<file path="src/jtap_regs.vh">
`ifndef JTAP_REGS_VH
`define JTAP_REGS_VH

// Controller state codes
`define JTAP_ST_RESET    4'h0
`define JTAP_ST_IDLE     4'h1
`define JTAP_ST_SEL_DR   4'h2
`define JTAP_ST_CAP_DR   4'h3
`define JTAP_ST_SH_DR    4'h4
`define JTAP_ST_EX1_DR   4'h5
`define JTAP_ST_PAU_DR   4'h6
`define JTAP_ST_EX2_DR   4'h7
`define JTAP_ST_UPD_DR   4'h8
`define JTAP_ST_SEL_IR   4'h9
`define JTAP_ST_CAP_IR   4'ha
`define JTAP_ST_SH_IR    4'hb
`define JTAP_ST_EX1_IR   4'hc
`define JTAP_ST_PAU_IR   4'hd
`define JTAP_ST_EX2_IR   4'he
`define JTAP_ST_UPD_IR   4'hf

// Instruction codes
`define JTAP_IR_WIDTH    4
`define JTAP_IR_IDCODE   4'h1
`define JTAP_IR_USER     4'h8
`define JTAP_IR_BYPASS   4'hf
`define JTAP_IR_CAPTURE  4'h1

// Consecutive TMS-high edges that force the reset state
`define JTAP_TMS_RESET_CNT 3'h5

`endif

</file>
<file path="src/jtap_buf.v">
module jtap_buf #(
  parameter WIDTH = 8
) (
  input  wire             clk,
  input  wire             rst_n,
  // Fill side
  input  wire             in_valid,
  output wire             in_ready,
  input  wire [WIDTH-1:0] in_data,
  // Drain side
  output wire             out_valid,
  input  wire             out_ready,
  output wire [WIDTH-1:0] out_data
);

  reg [WIDTH-1:0] mem_q [0:1];
  reg             wr_q;
  reg             rd_q;
  reg [1:0]       cnt_q;

  wire push = in_valid && in_ready;
  wire pop  = out_valid && out_ready;

  assign in_ready  = (cnt_q != 2'h2);
  assign out_valid = (cnt_q != 2'h0);
  assign out_data  = mem_q[rd_q];

  always @(posedge clk) begin
    if (!rst_n) begin
      wr_q     <= 1'b0;
      rd_q     <= 1'b0;
      cnt_q    <= 2'h0;
      mem_q[0] <= {WIDTH{1'b0}};
      mem_q[1] <= {WIDTH{1'b0}};
    end else begin
      if (push) begin
        mem_q[wr_q] <= in_data;
        wr_q        <= ~wr_q;
      end
      if (pop)
        rd_q <= ~rd_q;
      if (push && !pop)
        cnt_q <= cnt_q + 2'h1;
      else if (pop && !push)
        cnt_q <= cnt_q - 2'h1;
    end
  end

endmodule // jtap_buf

</file>
<file path="src/jtap_tap.v">
`include "jtap_regs.vh"

module jtap_tap #(
  parameter [31:0] ID_VALUE   = 32'h00000001,  // Arbitrary identification value, bit 0 set
  parameter        USER_WIDTH = 8
) (
  // System
  input  wire                  CLK,
  input  wire                  RST_N,
  // Test port pins
  input  wire                  TCK,
  input  wire                  TMS,
  input  wire                  TDI,
  input  wire                  TRST_N,
  output wire                  TDO,
  output wire                  TDO_OE,
  // Status towards the functional logic
  output wire                  TEST_ACTIVE,
  output wire [3:0]            TAP_STATE,
  output wire [3:0]            INSTR,
  // Words shifted in through the user register
  output wire                  USER_VALID,
  input  wire                  USER_READY,
  output wire [USER_WIDTH-1:0] USER_DATA
);

  localparam IRW = `JTAP_IR_WIDTH;

  // Two-flop synchronisers; stage three only serves the TCK edge finder
  reg [1:0] tck_sync_q;
  reg       tck_last_q;
  reg [1:0] tms_sync_q;
  reg [1:0] tdi_sync_q;
  reg [1:0] trst_sync_q;

  always @(posedge CLK) begin
    if (!RST_N) begin
      tck_sync_q  <= 2'h0;
      tck_last_q  <= 1'b0;
      tms_sync_q  <= 2'h3;
      tdi_sync_q  <= 2'h3;
      trst_sync_q <= 2'h3;
    end else begin
      tck_sync_q  <= {tck_sync_q[0], TCK};
      tck_last_q  <= tck_sync_q[1];
      tms_sync_q  <= {tms_sync_q[0], TMS};
      tdi_sync_q  <= {tdi_sync_q[0], TDI};
      trst_sync_q <= {trst_sync_q[0], TRST_N};
    end
  end

  wire tck_s   = tck_sync_q[1];
  wire tms_s   = tms_sync_q[1];
  wire tdi_s   = tdi_sync_q[1];
  // Test reset acts two CLK cycles after the pin falls; no TCK edge is needed
  wire trst_s  = ~trst_sync_q[1];
  // TCK held low gives no edge, so every register below except push_q just keeps its value; push_q still clears once the buffer has room
  wire tck_ris = tck_s && !tck_last_q;
  wire tck_fal = !tck_s && tck_last_q;

  reg  [3:0]            st_q;
  reg  [3:0]            st_d;
  reg  [2:0]            ones_q;
  reg  [IRW-1:0]        ir_q;
  reg  [IRW-1:0]        ir_sh_q;
  reg  [31:0]           dr_sh_q;
  reg                   tdo_q;
  reg                   tdo_oe_q;
  reg                   push_q;
  reg  [USER_WIDTH-1:0] push_data_q;
  wire                  buf_in_ready;

  // The shift states gate both TDI sampling and the TDO driver
  wire in_sh_ir = (st_q == `JTAP_ST_SH_IR);
  wire in_sh_dr = (st_q == `JTAP_ST_SH_DR);
  wire in_shift = in_sh_ir || in_sh_dr;
  wire tdo_bit  = in_sh_ir ? ir_sh_q[0] : dr_sh_q[0];

  // Unknown codes fall back to the one-bit bypass path
  wire sel_id   = (ir_q == `JTAP_IR_IDCODE);
  wire sel_user = (ir_q == `JTAP_IR_USER);
  wire sel_byp  = !sel_id && !sel_user;

  always @* begin
    st_d = `JTAP_ST_RESET;
    case (st_q)
      `JTAP_ST_RESET:  st_d = tms_s ? `JTAP_ST_RESET  : `JTAP_ST_IDLE;
      `JTAP_ST_IDLE:   st_d = tms_s ? `JTAP_ST_SEL_DR : `JTAP_ST_IDLE;
      `JTAP_ST_SEL_DR: st_d = tms_s ? `JTAP_ST_SEL_IR : `JTAP_ST_CAP_DR;
      `JTAP_ST_CAP_DR: st_d = tms_s ? `JTAP_ST_EX1_DR : `JTAP_ST_SH_DR;
      `JTAP_ST_SH_DR:  st_d = tms_s ? `JTAP_ST_EX1_DR : `JTAP_ST_SH_DR;
      `JTAP_ST_EX1_DR: st_d = tms_s ? `JTAP_ST_UPD_DR : `JTAP_ST_PAU_DR;
      `JTAP_ST_PAU_DR: st_d = tms_s ? `JTAP_ST_EX2_DR : `JTAP_ST_PAU_DR;
      `JTAP_ST_EX2_DR: st_d = tms_s ? `JTAP_ST_UPD_DR : `JTAP_ST_SH_DR;
      `JTAP_ST_UPD_DR: st_d = tms_s ? `JTAP_ST_SEL_DR : `JTAP_ST_IDLE;
      `JTAP_ST_SEL_IR: st_d = tms_s ? `JTAP_ST_RESET  : `JTAP_ST_CAP_IR;
      `JTAP_ST_CAP_IR: st_d = tms_s ? `JTAP_ST_EX1_IR : `JTAP_ST_SH_IR;
      `JTAP_ST_SH_IR:  st_d = tms_s ? `JTAP_ST_EX1_IR : `JTAP_ST_SH_IR;
      `JTAP_ST_EX1_IR: st_d = tms_s ? `JTAP_ST_UPD_IR : `JTAP_ST_PAU_IR;
      `JTAP_ST_PAU_IR: st_d = tms_s ? `JTAP_ST_EX2_IR : `JTAP_ST_PAU_IR;
      `JTAP_ST_EX2_IR: st_d = tms_s ? `JTAP_ST_UPD_IR : `JTAP_ST_SH_IR;
      `JTAP_ST_UPD_IR: st_d = tms_s ? `JTAP_ST_SEL_DR : `JTAP_ST_IDLE;
      default:         st_d = `JTAP_ST_RESET;
    endcase
  end

  // The graph already reaches reset in five; the run counter guards against a corrupt state
  wire       tms_run_done = tms_s && (ones_q + 3'h1 >= `JTAP_TMS_RESET_CNT);
  wire [3:0] st_nx        = tms_run_done ? `JTAP_ST_RESET : st_d;

  // Run of TMS-high rises, saturating at the reset count
  always @(posedge CLK) begin
    if (!RST_N || trst_s) begin
      ones_q <= 3'h0;
    end else if (tck_ris) begin
      if (!tms_s)
        ones_q <= 3'h0;
      else if (ones_q != `JTAP_TMS_RESET_CNT)
        ones_q <= ones_q + 3'h1;
    end
  end

  // Controller and instruction register
  always @(posedge CLK) begin
    if (!RST_N || trst_s) begin
      st_q    <= `JTAP_ST_RESET;
      ir_q    <= `JTAP_IR_IDCODE;
      ir_sh_q <= {IRW{1'b0}};
    end else if (tck_ris) begin
      st_q <= st_nx;
      case (st_q)
        `JTAP_ST_CAP_IR: ir_sh_q <= `JTAP_IR_CAPTURE;
        `JTAP_ST_SH_IR:  ir_sh_q <= {tdi_s, ir_sh_q[IRW-1:1]};
        `JTAP_ST_UPD_IR: ir_q    <= ir_sh_q;
        default:         ir_q    <= ir_q;
      endcase
      // Every way into the reset state, TMS alone too, restores the identification instruction
      if (st_nx == `JTAP_ST_RESET)
        ir_q <= `JTAP_IR_IDCODE;
    end
  end

  // A word updated while the previous one still waits is dropped; poll bit 0 first
  wire user_upd = (st_q == `JTAP_ST_UPD_DR) && sel_user && !push_q;

  // Data register path; bit 0 of the user capture shows buffer room
  always @(posedge CLK) begin
    if (!RST_N || trst_s) begin
      dr_sh_q     <= 32'h00000000;
      push_q      <= 1'b0;
      push_data_q <= {USER_WIDTH{1'b0}};
    end else begin
      if (push_q && buf_in_ready)
        push_q <= 1'b0;
      if (tck_ris) begin
        if (st_q == `JTAP_ST_CAP_DR) begin
          if (sel_id)
            dr_sh_q <= ID_VALUE;
          else if (sel_user)
            dr_sh_q <= {31'h00000000, buf_in_ready};
          else
            dr_sh_q <= 32'h00000000;
        end else if (in_sh_dr) begin
          if (sel_byp)
            dr_sh_q[0] <= tdi_s;
          else if (sel_user)
            dr_sh_q[USER_WIDTH-1:0] <= {tdi_s, dr_sh_q[USER_WIDTH-1:1]};
          else
            dr_sh_q <= {tdi_s, dr_sh_q[31:1]};
        end else if (user_upd) begin
          push_q      <= 1'b1;
          push_data_q <= dr_sh_q[USER_WIDTH-1:0];
        end
      end
    end
  end

  // TDO moves on the falling edge so the controller samples it stable at the next rise
  always @(posedge CLK) begin
    if (!RST_N || trst_s) begin
      tdo_q    <= 1'b0;
      tdo_oe_q <= 1'b0;
    end else if (tck_fal) begin
      tdo_oe_q <= in_shift;
      tdo_q    <= tdo_bit;
    end
  end

  // The buffer keeps its words through a test reset; only the system reset empties it
  jtap_buf #(
    .WIDTH (USER_WIDTH)
  ) u_buf (
    .clk       (CLK),
    .rst_n     (RST_N),
    .in_valid  (push_q),
    .in_ready  (buf_in_ready),
    .in_data   (push_data_q),
    .out_valid (USER_VALID),
    .out_ready (USER_READY),
    .out_data  (USER_DATA)
  );

  assign TDO         = tdo_q;
  assign TDO_OE      = tdo_oe_q;
  assign TEST_ACTIVE = (st_q != `JTAP_ST_RESET);
  assign TAP_STATE   = st_q;
  assign INSTR       = ir_q;

endmodule // jtap_tap

</file>
<file path="config.mk">
export PLATFORM = sky130hd
export DESIGN_NAME = jtap_tap
export DESIGN_NICKNAME = d
export VERILOG_FILES = /design/src/jtap_buf.v /design/src/jtap_tap.v
export VERILOG_INCLUDE_DIRS = /design/src
export SDC_FILE = /design/constraint.sdc
export NUM_CORES = 1
export LEC_CHECK = 0
export BUFFER_PORTS_ARGS = -buffer_cell sky130_fd_sc_hd__buf_2
export CAP_MARGIN = 20
export CORE_ASPECT_RATIO = 1.25
export CORE_UTILIZATION = 35
export CTS_CLUSTER_DIAMETER = 40
export DETAILED_ROUTE_END_ITERATION = 10
export PLACE_DENSITY = 0.52
export SYNTH_ARGS = -nofsm -noshare
export SYNTH_HDL_FRONTEND = slang
export SYNTH_HIERARCHICAL = 1
export SYNTH_SLANG_ARGS = --single-unit
</file>
<file path="constraint.sdc">
create_clock -name CLK -period 1.9 [get_ports CLK]
set_input_delay 0.38 -clock CLK [delete_from_list [all_inputs] [get_ports CLK]]
set_output_delay 0.38 -clock CLK [all_outputs]
set_load 0.01 [all_outputs]
</file>
Word-level counts from Yosys, hierarchy flattened --
Memories as Yosys holds them, arrays and structs flattened. A register that Yosys moved wholly into a read port is not among the register bits. Cells that the tools add are included.
Storage, ports and cells: register bits 71, bits in writable memories 16, input port bits 7, output and inout port bits 20, memories 1
Operators by class: add/subtract/negate cells 3, order comparisons 1, equal/unequal tests 22, muxes and demuxes 44, bitwise operators 5, reduce and logical (&&, ||, !) cells 39
Memories:
- u_buf.mem_q | depth 2, width 8, rd ports 1, clocked after memory_dff 1, write ports 2, RTL line jtap_buf.v:16 | reg [WIDTH-1:0] mem_q [0:1];
Operators by type and width (count):
- $mux W32 | 2
- $pmux W4 S12 | 1
- $eq A4 B4 Y1 const B | 9
- $mux W31 | 1
- $mux W4 | 7
- $mux W24 | 1
- $mux W1 | 20
- $eq A4 B3 Y1 const B | 4
- $mux W8 | 2
- $mux W3 | 4
- $logic_and A1 B1 Y1 | 10
- $mux W2 | 5
- $reduce_bool A2 Y1 | 5
- $eq A4 B1 Y1 const B | 2
- $eq A4 B2 Y1 const B | 2
- $logic_not A1 Y1 | 8
- $logic_not A4 Y1 | 2
- $pmux W4 S2 | 1
- $reduce_and A2 Y1 | 4
- $reduce_and A4 Y1 | 2
- $reduce_or A8 Y1 | 1
- $ne A2 B1 Y1 const B | 3
- $not A1 Y1 | 5
- $reduce_bool A4 Y1 | 1
- other kinds (10) | 12

Depth between registers and ports, before layout --
Gate-level depths: netlist of run 1.
word-level depth 7, mapped depth 7, mapped depth without buffers 6

Modules after synthesis --
The synthesis of run 1 kept the hierarchy.
By module, submodules not included:
- jtap_tap | instances 1, cells each 330, area an instance 2935.3 µm²
- jtap_buf | instances 1, cells each 76, area an instance 943.4 µm²

Worst setup path before layout of run 1 --
OpenSTA, ideal clock, no wires.
kind register -> register, start register ones_q[0], end register ir_q[0], in the netlist INSTR[0], library setup time 124 ps, data arrival time 1768 ps, path slack 8 ps, cell stages (with the launch flop) 7, path through dfxtp_1 > inv_1 > ha_1 > or3b_4 > a311oi_4 > and4_4 > a22oi_1
On the way: longest elaborated chain between the ends 7, elaborated cells between the ends (all ways) 8, classes of those cells add/sub (1); order compare (1); mux (2); reduce/logical (4)
RTL lines:
- start: declaration | RTL line jtap_tap.v:63 | reg [2:0] ones_q;
- start signal: assignment | RTL line jtap_tap.v:119 | ones_q <= ones_q + 3'h1;
- $add A3 B1 Y3 (*) | RTL line jtap_tap.v:108 | wire tms_run_done = tms_s && (ones_q + 3'h1 >= `JTAP_TMS_RESET_CNT);
- $ge A3 B3 Y1 (no source line) (*)
- $logic_and A1 B1 Y1 (*) | RTL line jtap_tap.v:108
- $mux W4 (*) | RTL line jtap_tap.v:109 | wire [3:0] st_nx = tms_run_done ? `JTAP_ST_RESET : st_d;
- $logic_not A4 Y1 (no source line) (*)
- $reduce_bool A2 Y1 (no source line)
- $reduce_and A2 Y1 (no source line)
- end signal: assignment | RTL line jtap_tap.v:127 | ir_q <= `JTAP_IR_IDCODE;
- end signal: assignment | RTL line jtap_tap.v:134 | `JTAP_ST_UPD_IR: ir_q <= ir_sh_q;
- end signal: assignment | RTL line jtap_tap.v:135 | default: ir_q <= ir_q;
- end: declaration | RTL line jtap_tap.v:64 | reg [IRW-1:0] ir_q;
Every way passes the cells marked *; elsewhere a longest branch is shown, timed or not. A chain may end at the register's enable or synchronous reset.

Worst setup path in the final report of run 1 --
start register ones_q[0], end register ir_q[2], in the netlist INSTR[2]
Same word-level chain as after synthesis.

==> metrics.yaml, run 1 <==
status:
  status: "completed"
yosys:
  yosysSeqAreaShare_pct: 49.5
  synthDistinctLibCells: 63
  synthArstFlopShare_pct: 0
  netlist_area_sq_um: 3880
  synth_xor_area_share_pct: 1.35
  ys.flop_type: "dfxtp_1"
  synth.largest_area_cell: "dfxtp_1"
  synthCells: 406
  yosysWarnings: 6
  synth_compound_area_share_pct: 14.8
  postSynthAreaPerCell_sq_um: 9.55
  yosys.area_share.simple_pct: 23.3
  syn_nets: 417
  yosysTopAreaCellShare_pct: 37.2
  synthTopCellsByArea: "dfxtp_1 37%, edfxtp_1 12%, nand2_1 4.7%, a21oi_1 4.5%, nand3_1 4.0%"
  synth_top_family_by_area: "simple AND/OR/NAND/NOR gates"
  ys_ff_latch: 88
  synth-edff-count: 16
  synthAdderAreaFrac_pct: 1.29
  synth_mux_area_share_pct: 5.19
route:
  detail_route.drc_violations: 0
  vias: 2965
  vias_per_cell: 5.19
  first_pass_iters: 4
  wl_per_cell_microns: 13.4
  postRouteAntennaNets: 0
  drt-initial-drc-count: 110
  wl_mm: 7.67
worst_hold_path:
  min_path_type: "primary input to flop"
pwr:
  p_sw_share_pct: 22.0
  switching_power_w: 0.000826
  p_int_w: 0.00293
  p_seq_share_pct: 51.4
  p_per_area_nw_per_um2: 840
  power_frac_clock_pct: 45.3
  peakVddDrop_mv: 0.566
  combinationalPowerShare_pct: 3.2
  p_leak_nw: 1.63
clocking:
  postCtsSetupBuffers: 0
  htree_levels: 3
  cts_tree: "built"
  clock_path_buffers: 2
  numCtsBuffers: 9
  insertion_delay_ns: 0.34
  ctsHoldBuffers: 0
  cts_sinks: 88
  clk_pin_slew_ns: 0.06
  ctsResizeCount: 0
  root_buffer: "clkbuf_16"
floorplanning:
  fp.coreArea_sq_um: 10700
  rows: 42
  dieArea_sq_um: 11500
  initial_core_util_pct: 36.4
  dieHeight_microns: 120
  die_width_microns: 96.2
  pin_count: 27
finish:
  final-instance-count-excl-fill: 571
  mostFrequentLayoutCells: "71 x dfxtp_1, 49 x nand2_1, 38 x nor2_1"
  syn_to_final_growth_pct: 15.4
  nets: 445
  final_common_cell: "dfxtp_1"
  fin_area_sq_um: 4480
  n_antenna_cell: 0
  drive_above_1_share_pct: 19.6
sta:
  fin_crit_sh_pct: 95.4
  slew_headroom_pct: 52.5
  rsz0062_at_grt: "false"
  finalMaxSlewViolations: 0
  setup-violations-final: 0
  finalHoldViolations: 0
  fmax_mhz: 551
  min_period_ns: 1.81
  skew_ns: 0.00679
  worst_pin_slew_ns: 0.707
  setup_ws_ns: 0.0865
  fin_setup_tns_ns: 0
placed_design:
  place_congestion: 0.800
  dp_slack_ns: 0.0374
  place_area_sq_um: 4180
  dp_hpwl_mm: 5.29
  numPortBuffers: 26
  dp.cells: 555
critical_path:
  cp.arrival_ns: 2.10
  endpoint_kind: "flop"
  critPathLaunchType: "flop"
  required_ns: 2.19
  critical_path_class: "flop to flop"
  path_max_fanout: 4
global_route:
  grt.total_usage_pct: 14.9
  grt_pass1_wl_mm: 13.3
  antenna_found_initial: 0
  grt_max_degree: 38
  grt_pass1_vias: 2805
  gr-total-overflow: 0
flow_run:
  cap_violations: 0
==> power groups by stage <==
stage	clock (W)	combinational (W)	sequential [W]
after floorplan	0	0.0000800	0.00197
after global placement	0	0.000123	0.00197
after detailed placement	0	0.000124	0.00198
after CTS	0.00175	0.000124	0.00193
after global routing	0.00183	0.000137	0.00194
final	0.00170	0.000121	0.00193
==> metal layers <==
layer  vias to the layer above  track usage, %  share of wire (%)  wire, microns
met5                         -               0                  0              0
met4                         0            7.00                1.7            133
met3                        11            3.80                2.9            225
met2                        38            24.5                 50           3840
met1                      1428            17.9                 45           3470
li1                       1488               -                  -              -
==> cells by family after synthesis <==
family	after synthesis
AOI/OAI and AO/OA	83
xor gates and xnor gates	6
adders and majority gates	4
buffers and inverters	33
DFF	88
muxes	19
and+or+nand+nor	173
==> worst max-delay path, stage by stage, from the launching register on <==
cell and delay (ns):
dfxtp_1 0.33, inv_1 0.06, ha_1 0.31, or3b_4 0.42, a311oi_4 0.23, and4_4 0.28, a22o_2 0.13
==> cell type report <==
| cell class | instances | area [sq um] |
|---|---|---|
| clock inverter | 6 | 41.3 |
| fill | 1058 | 6190 |
| clock buffer | 10 | 250 |
| inverter | 5 | 18.8 |
| tap | 132 | 165 |
| sequential | 88 | 1920 |
| timing repair buffer | 45 | 298 |
| multi-input combinational | 285 | 1780 |
==> synthesized netlist by cell type (4+ instances only) <==
library cell / instances
buf_2: 10
ha_1: 4
o21ai_0: 7
a211oi_1: 5
mux2_2: 9
nor2_1: 38
and2_1: 10
nand2_1: 49
mux2i_1: 10
o21bai_1: 7
dfxtp_1: 72
nor4_1: 6
nand2b_1: 10
inv_1: 5
nand3_1: 31
edfxtp_1: 16
buf_6: 4
a21oi_1: 35
clkbuf_1: 8
==> sequential cells by signal, summed over array words and instances, names as in the netlist, named ones only <==
name,flops
TDO,1
push_q,1
dr_sh_q,32
TAP_STATE,4
u_buf/mem_q,16
INSTR,4
u_buf/wr_q,1
TDO_OE,1
trst_sync_q,2
u_buf/rd_q,1
ir_sh_q,4
push_data_q,8
tck_sync_q,2
ones_q,3
tms_sync_q,2
u_buf/cnt_q,2
tdi_sync_q,2
tck_last_q,1
==> final timing paths <==
check                                    from       endpoint  slack (ns)  cells after the start
worst min register to register  tdi_sync_q[0]  tdi_sync_q[1]        0.41                      1
worst min-delay path                      TDI  tdi_sync_q[0]        0.22                      2
worst max-delay path                ones_q[0]       INSTR[2]        0.09                      6
worst max register to register      ones_q[0]       INSTR[2]        0.09                      6
==> per-stage QoR <==
step	hold slack, ns	power [W]	util, %
2_1_floorplan	0.386	0.00205	-
3_3_place_gp	0.391	0.00210	39.2
3_5_place_dp	0.394	0.00210	39.2
4_1_cts	0.207	0.00381	41.9
5_1_grt	0.209	0.00391	42.0
6_report	0.216	0.00376	42.0
Power figures use the tool's default switching activity.
==> inputs of run 2 (changes only) <==
--- a/config.mk
+++ b/config.mk
@@ -8,7 +8,6 @@
 export LEC_CHECK = 0
 export BUFFER_PORTS_ARGS = -buffer_cell sky130_fd_sc_hd__buf_2
 export CAP_MARGIN = 20
-export CORE_ASPECT_RATIO = 1.25
 export CORE_UTILIZATION = 35
 export CTS_CLUSTER_DIAMETER = 40
 export DETAILED_ROUTE_END_ITERATION = 10
==> run 2 against run 1 <==
  * Maximum frequency increased by 1.3%
  * Power decreased by 15%
  * Flip-flop and latch count unchanged
  * Design area decreased by 2.4%
  * Global-route usage decreased by 0.99 points
  * Core utilization decreased by 1.7 points
  * Sequential power about the same
  * Worst setup slack improved by 0.023 ns
  * Clock skew increased by 0.0051 ns
  * Largest power group unchanged
==> metrics.yaml, run 2 (synthesis results as in run 1) <==
clocking:
  cts_tree: "built"
  ctsHoldBuffers: 0
  htree_levels: 3
  numCtsBuffers: 9
  root_buffer: "clkbuf_8"
  clock_path_buffers: 2
  cts_sinks: 88
  ctsResizeCount: 0
  insertion_delay_ns: 0.36
  postCtsSetupBuffers: 0
  clk_pin_slew_ns: 0.09
critical_path:
  slowest_stage: "or3b_4"
  path_max_fanout: 4
  cp.arrival_ns: 2.09
  startpoint: "ones_q[0]"
  r2r_start: "ones_q[0]"
  critical_path_class: "flop to flop"
  critPathLaunchType: "flop"
  required_ns: 2.20
  endpoint_kind: "flop"
  crit_path_cell_trace: "inv_1, ha_4, or3b_4, a311oi_4, and4_4, a22o_2"
  slowest_delay_ns: 0.41
worst_hold_path:
  min_path_type: "primary input to flop"
  min_from: "TDI"
floorplanning:
  rows: 38
  pin_count: 27
  initial_core_util_pct: 35.8
  fp.coreArea_sq_um: 10800
  dieArea_sq_um: 11500
  dieHeight_microns: 107
  die_width_microns: 107
route:
  first_pass_iters: 4
  detail_route.drc_violations: 0
  vias: 2848
  wl_per_cell_microns: 13.1
  drt-initial-drc-count: 134
  vias_per_cell: 4.93
  wl_mm: 7.60
  postRouteAntennaNets: 0
finish:
  syn_to_final_growth_pct: 12.6
  final_common_cell: "dfxtp_1"
  fillers: 1088
  nets: 444
  top_register: "dr_sh_q"
  largest_register_ffs: 32
  drive_above_1_share_pct: 18.9
  reg.largest.list: "dr_sh_q: 32 flops, u_buf/mem_q: 16 flops, push_data_q: 8 flops"
  mostFrequentLayoutCells: "72 x dfxtp_1, 49 x nand2_1, 38 x nor2_1"
  n_antenna_cell: 0
placed_design:
  place_congestion: 0.810
  dp_hpwl_mm: 5.20
  numPortBuffers: 26
pwr:
  p_leak_nw: 1.57
  p_per_area_nw_per_um2: 734
  power_frac_clock_pct: 35.8
  p_sw_share_pct: 23.7
  p_seq_share_pct: 60.3
  combinationalPowerShare_pct: 3.9
  switching_power_w: 0.000760
  p_int_w: 0.00244
  peakVddDrop_mv: 0.359
sta:
  slew_headroom_pct: 54.5
  setup-violations-final: 0
  fin_crit_sh_pct: 94.2
  worst_pin_slew_ns: 0.678
  finalMaxSlewViolations: 0
  hold_slack_ns: 0.193
  finalHoldViolations: 0
  fin_setup_tns_ns: 0
  fmax_mhz: 559
  rsz0062_at_grt: "false"
  min_period_ns: 1.79
  skew_ns: 0.0119
global_route:
  antenna_found_initial: 0
  grt.total_usage_pct: 13.9
  grt_pass1_vias: 2689
  grt_pass1_wl_mm: 12.7
  grt_max_degree: 34
  gr-total-overflow: 0
flow_run:
  cap_violations: 0
status:
  status: "completed"
[run 2: power groups by stage]
stage,registers (W),clock network [W],logic [W]
final,0.00193,0.00115,0.000124
after global routing,0.00194,0.00127,0.000136
after CTS,0.00193,0.00120,0.000125
after detailed placement,0.00198,0,0.000124
after global placement,0.00197,0,0.000123
after floorplan,0.00197,0,0.0000800
[run 2: area by class of cell]
cell class                 count  area [sq um]  share of cell area, %
timing repair buffer          44           290                   6.65
clock inverter                 7          46.3                   1.06
tap                          140           175                   4.01
sequential                    88          1920                   44.0
clock buffer                   9           124                   2.84
multi-input combinational    285          1790                   41.0
inverter                       5          18.8                  0.430
[run 2: layer usage]
layer,GRT usage [%],share of wire (%),up-vias
met3,3.57,3.0,4
met2,23.4,48,46
met1,17.3,48,1316
li1,-,-,1482
met4,4.99,0.72,0
met5,0,0,-
[run 2: path summary, 6_finish.rpt]
| kind | to | slack (ns) | cells after the start |
|---|---|---|---|
| hold / removal | tdi_sync_q[0] | 0.19 | 2 |
| setup reg to reg | INSTR[3] | 0.11 | 6 |
| setup / recovery | INSTR[3] | 0.11 | 6 |
| hold reg to reg | tms_sync_q[1] | 0.41 | 1 |
[run 2: worst max-delay path, delay by kind of cell (launching register included)]
family | cells | cell delay, ns
AND/OR/NAND/NOR | 2 | 0.69
AO/OA/AOI/OAI | 2 | 0.36
flip-flops | 1 | 0.34
adder cells (fa/ha/maj) | 1 | 0.25
buffers and inverters | 1 | 0.09
[run 2: stage by stage]
stage          util, %  worst slack (ns)  std cells  total power [W]  instance area, sq um
6_report          40.3             0.110        578          0.00320                  4370
5_1_grt           40.3            0.0263        578          0.00334                  4370
4_1_cts           40.2          0.000304        578          0.00325                  4360
3_5_place_dp      38.6            0.0385        562          0.00210                  4190
3_3_place_gp      38.6            0.0762        562          0.00210                  4190
2_1_floorplan        -           0.00767        406          0.00205                  3880
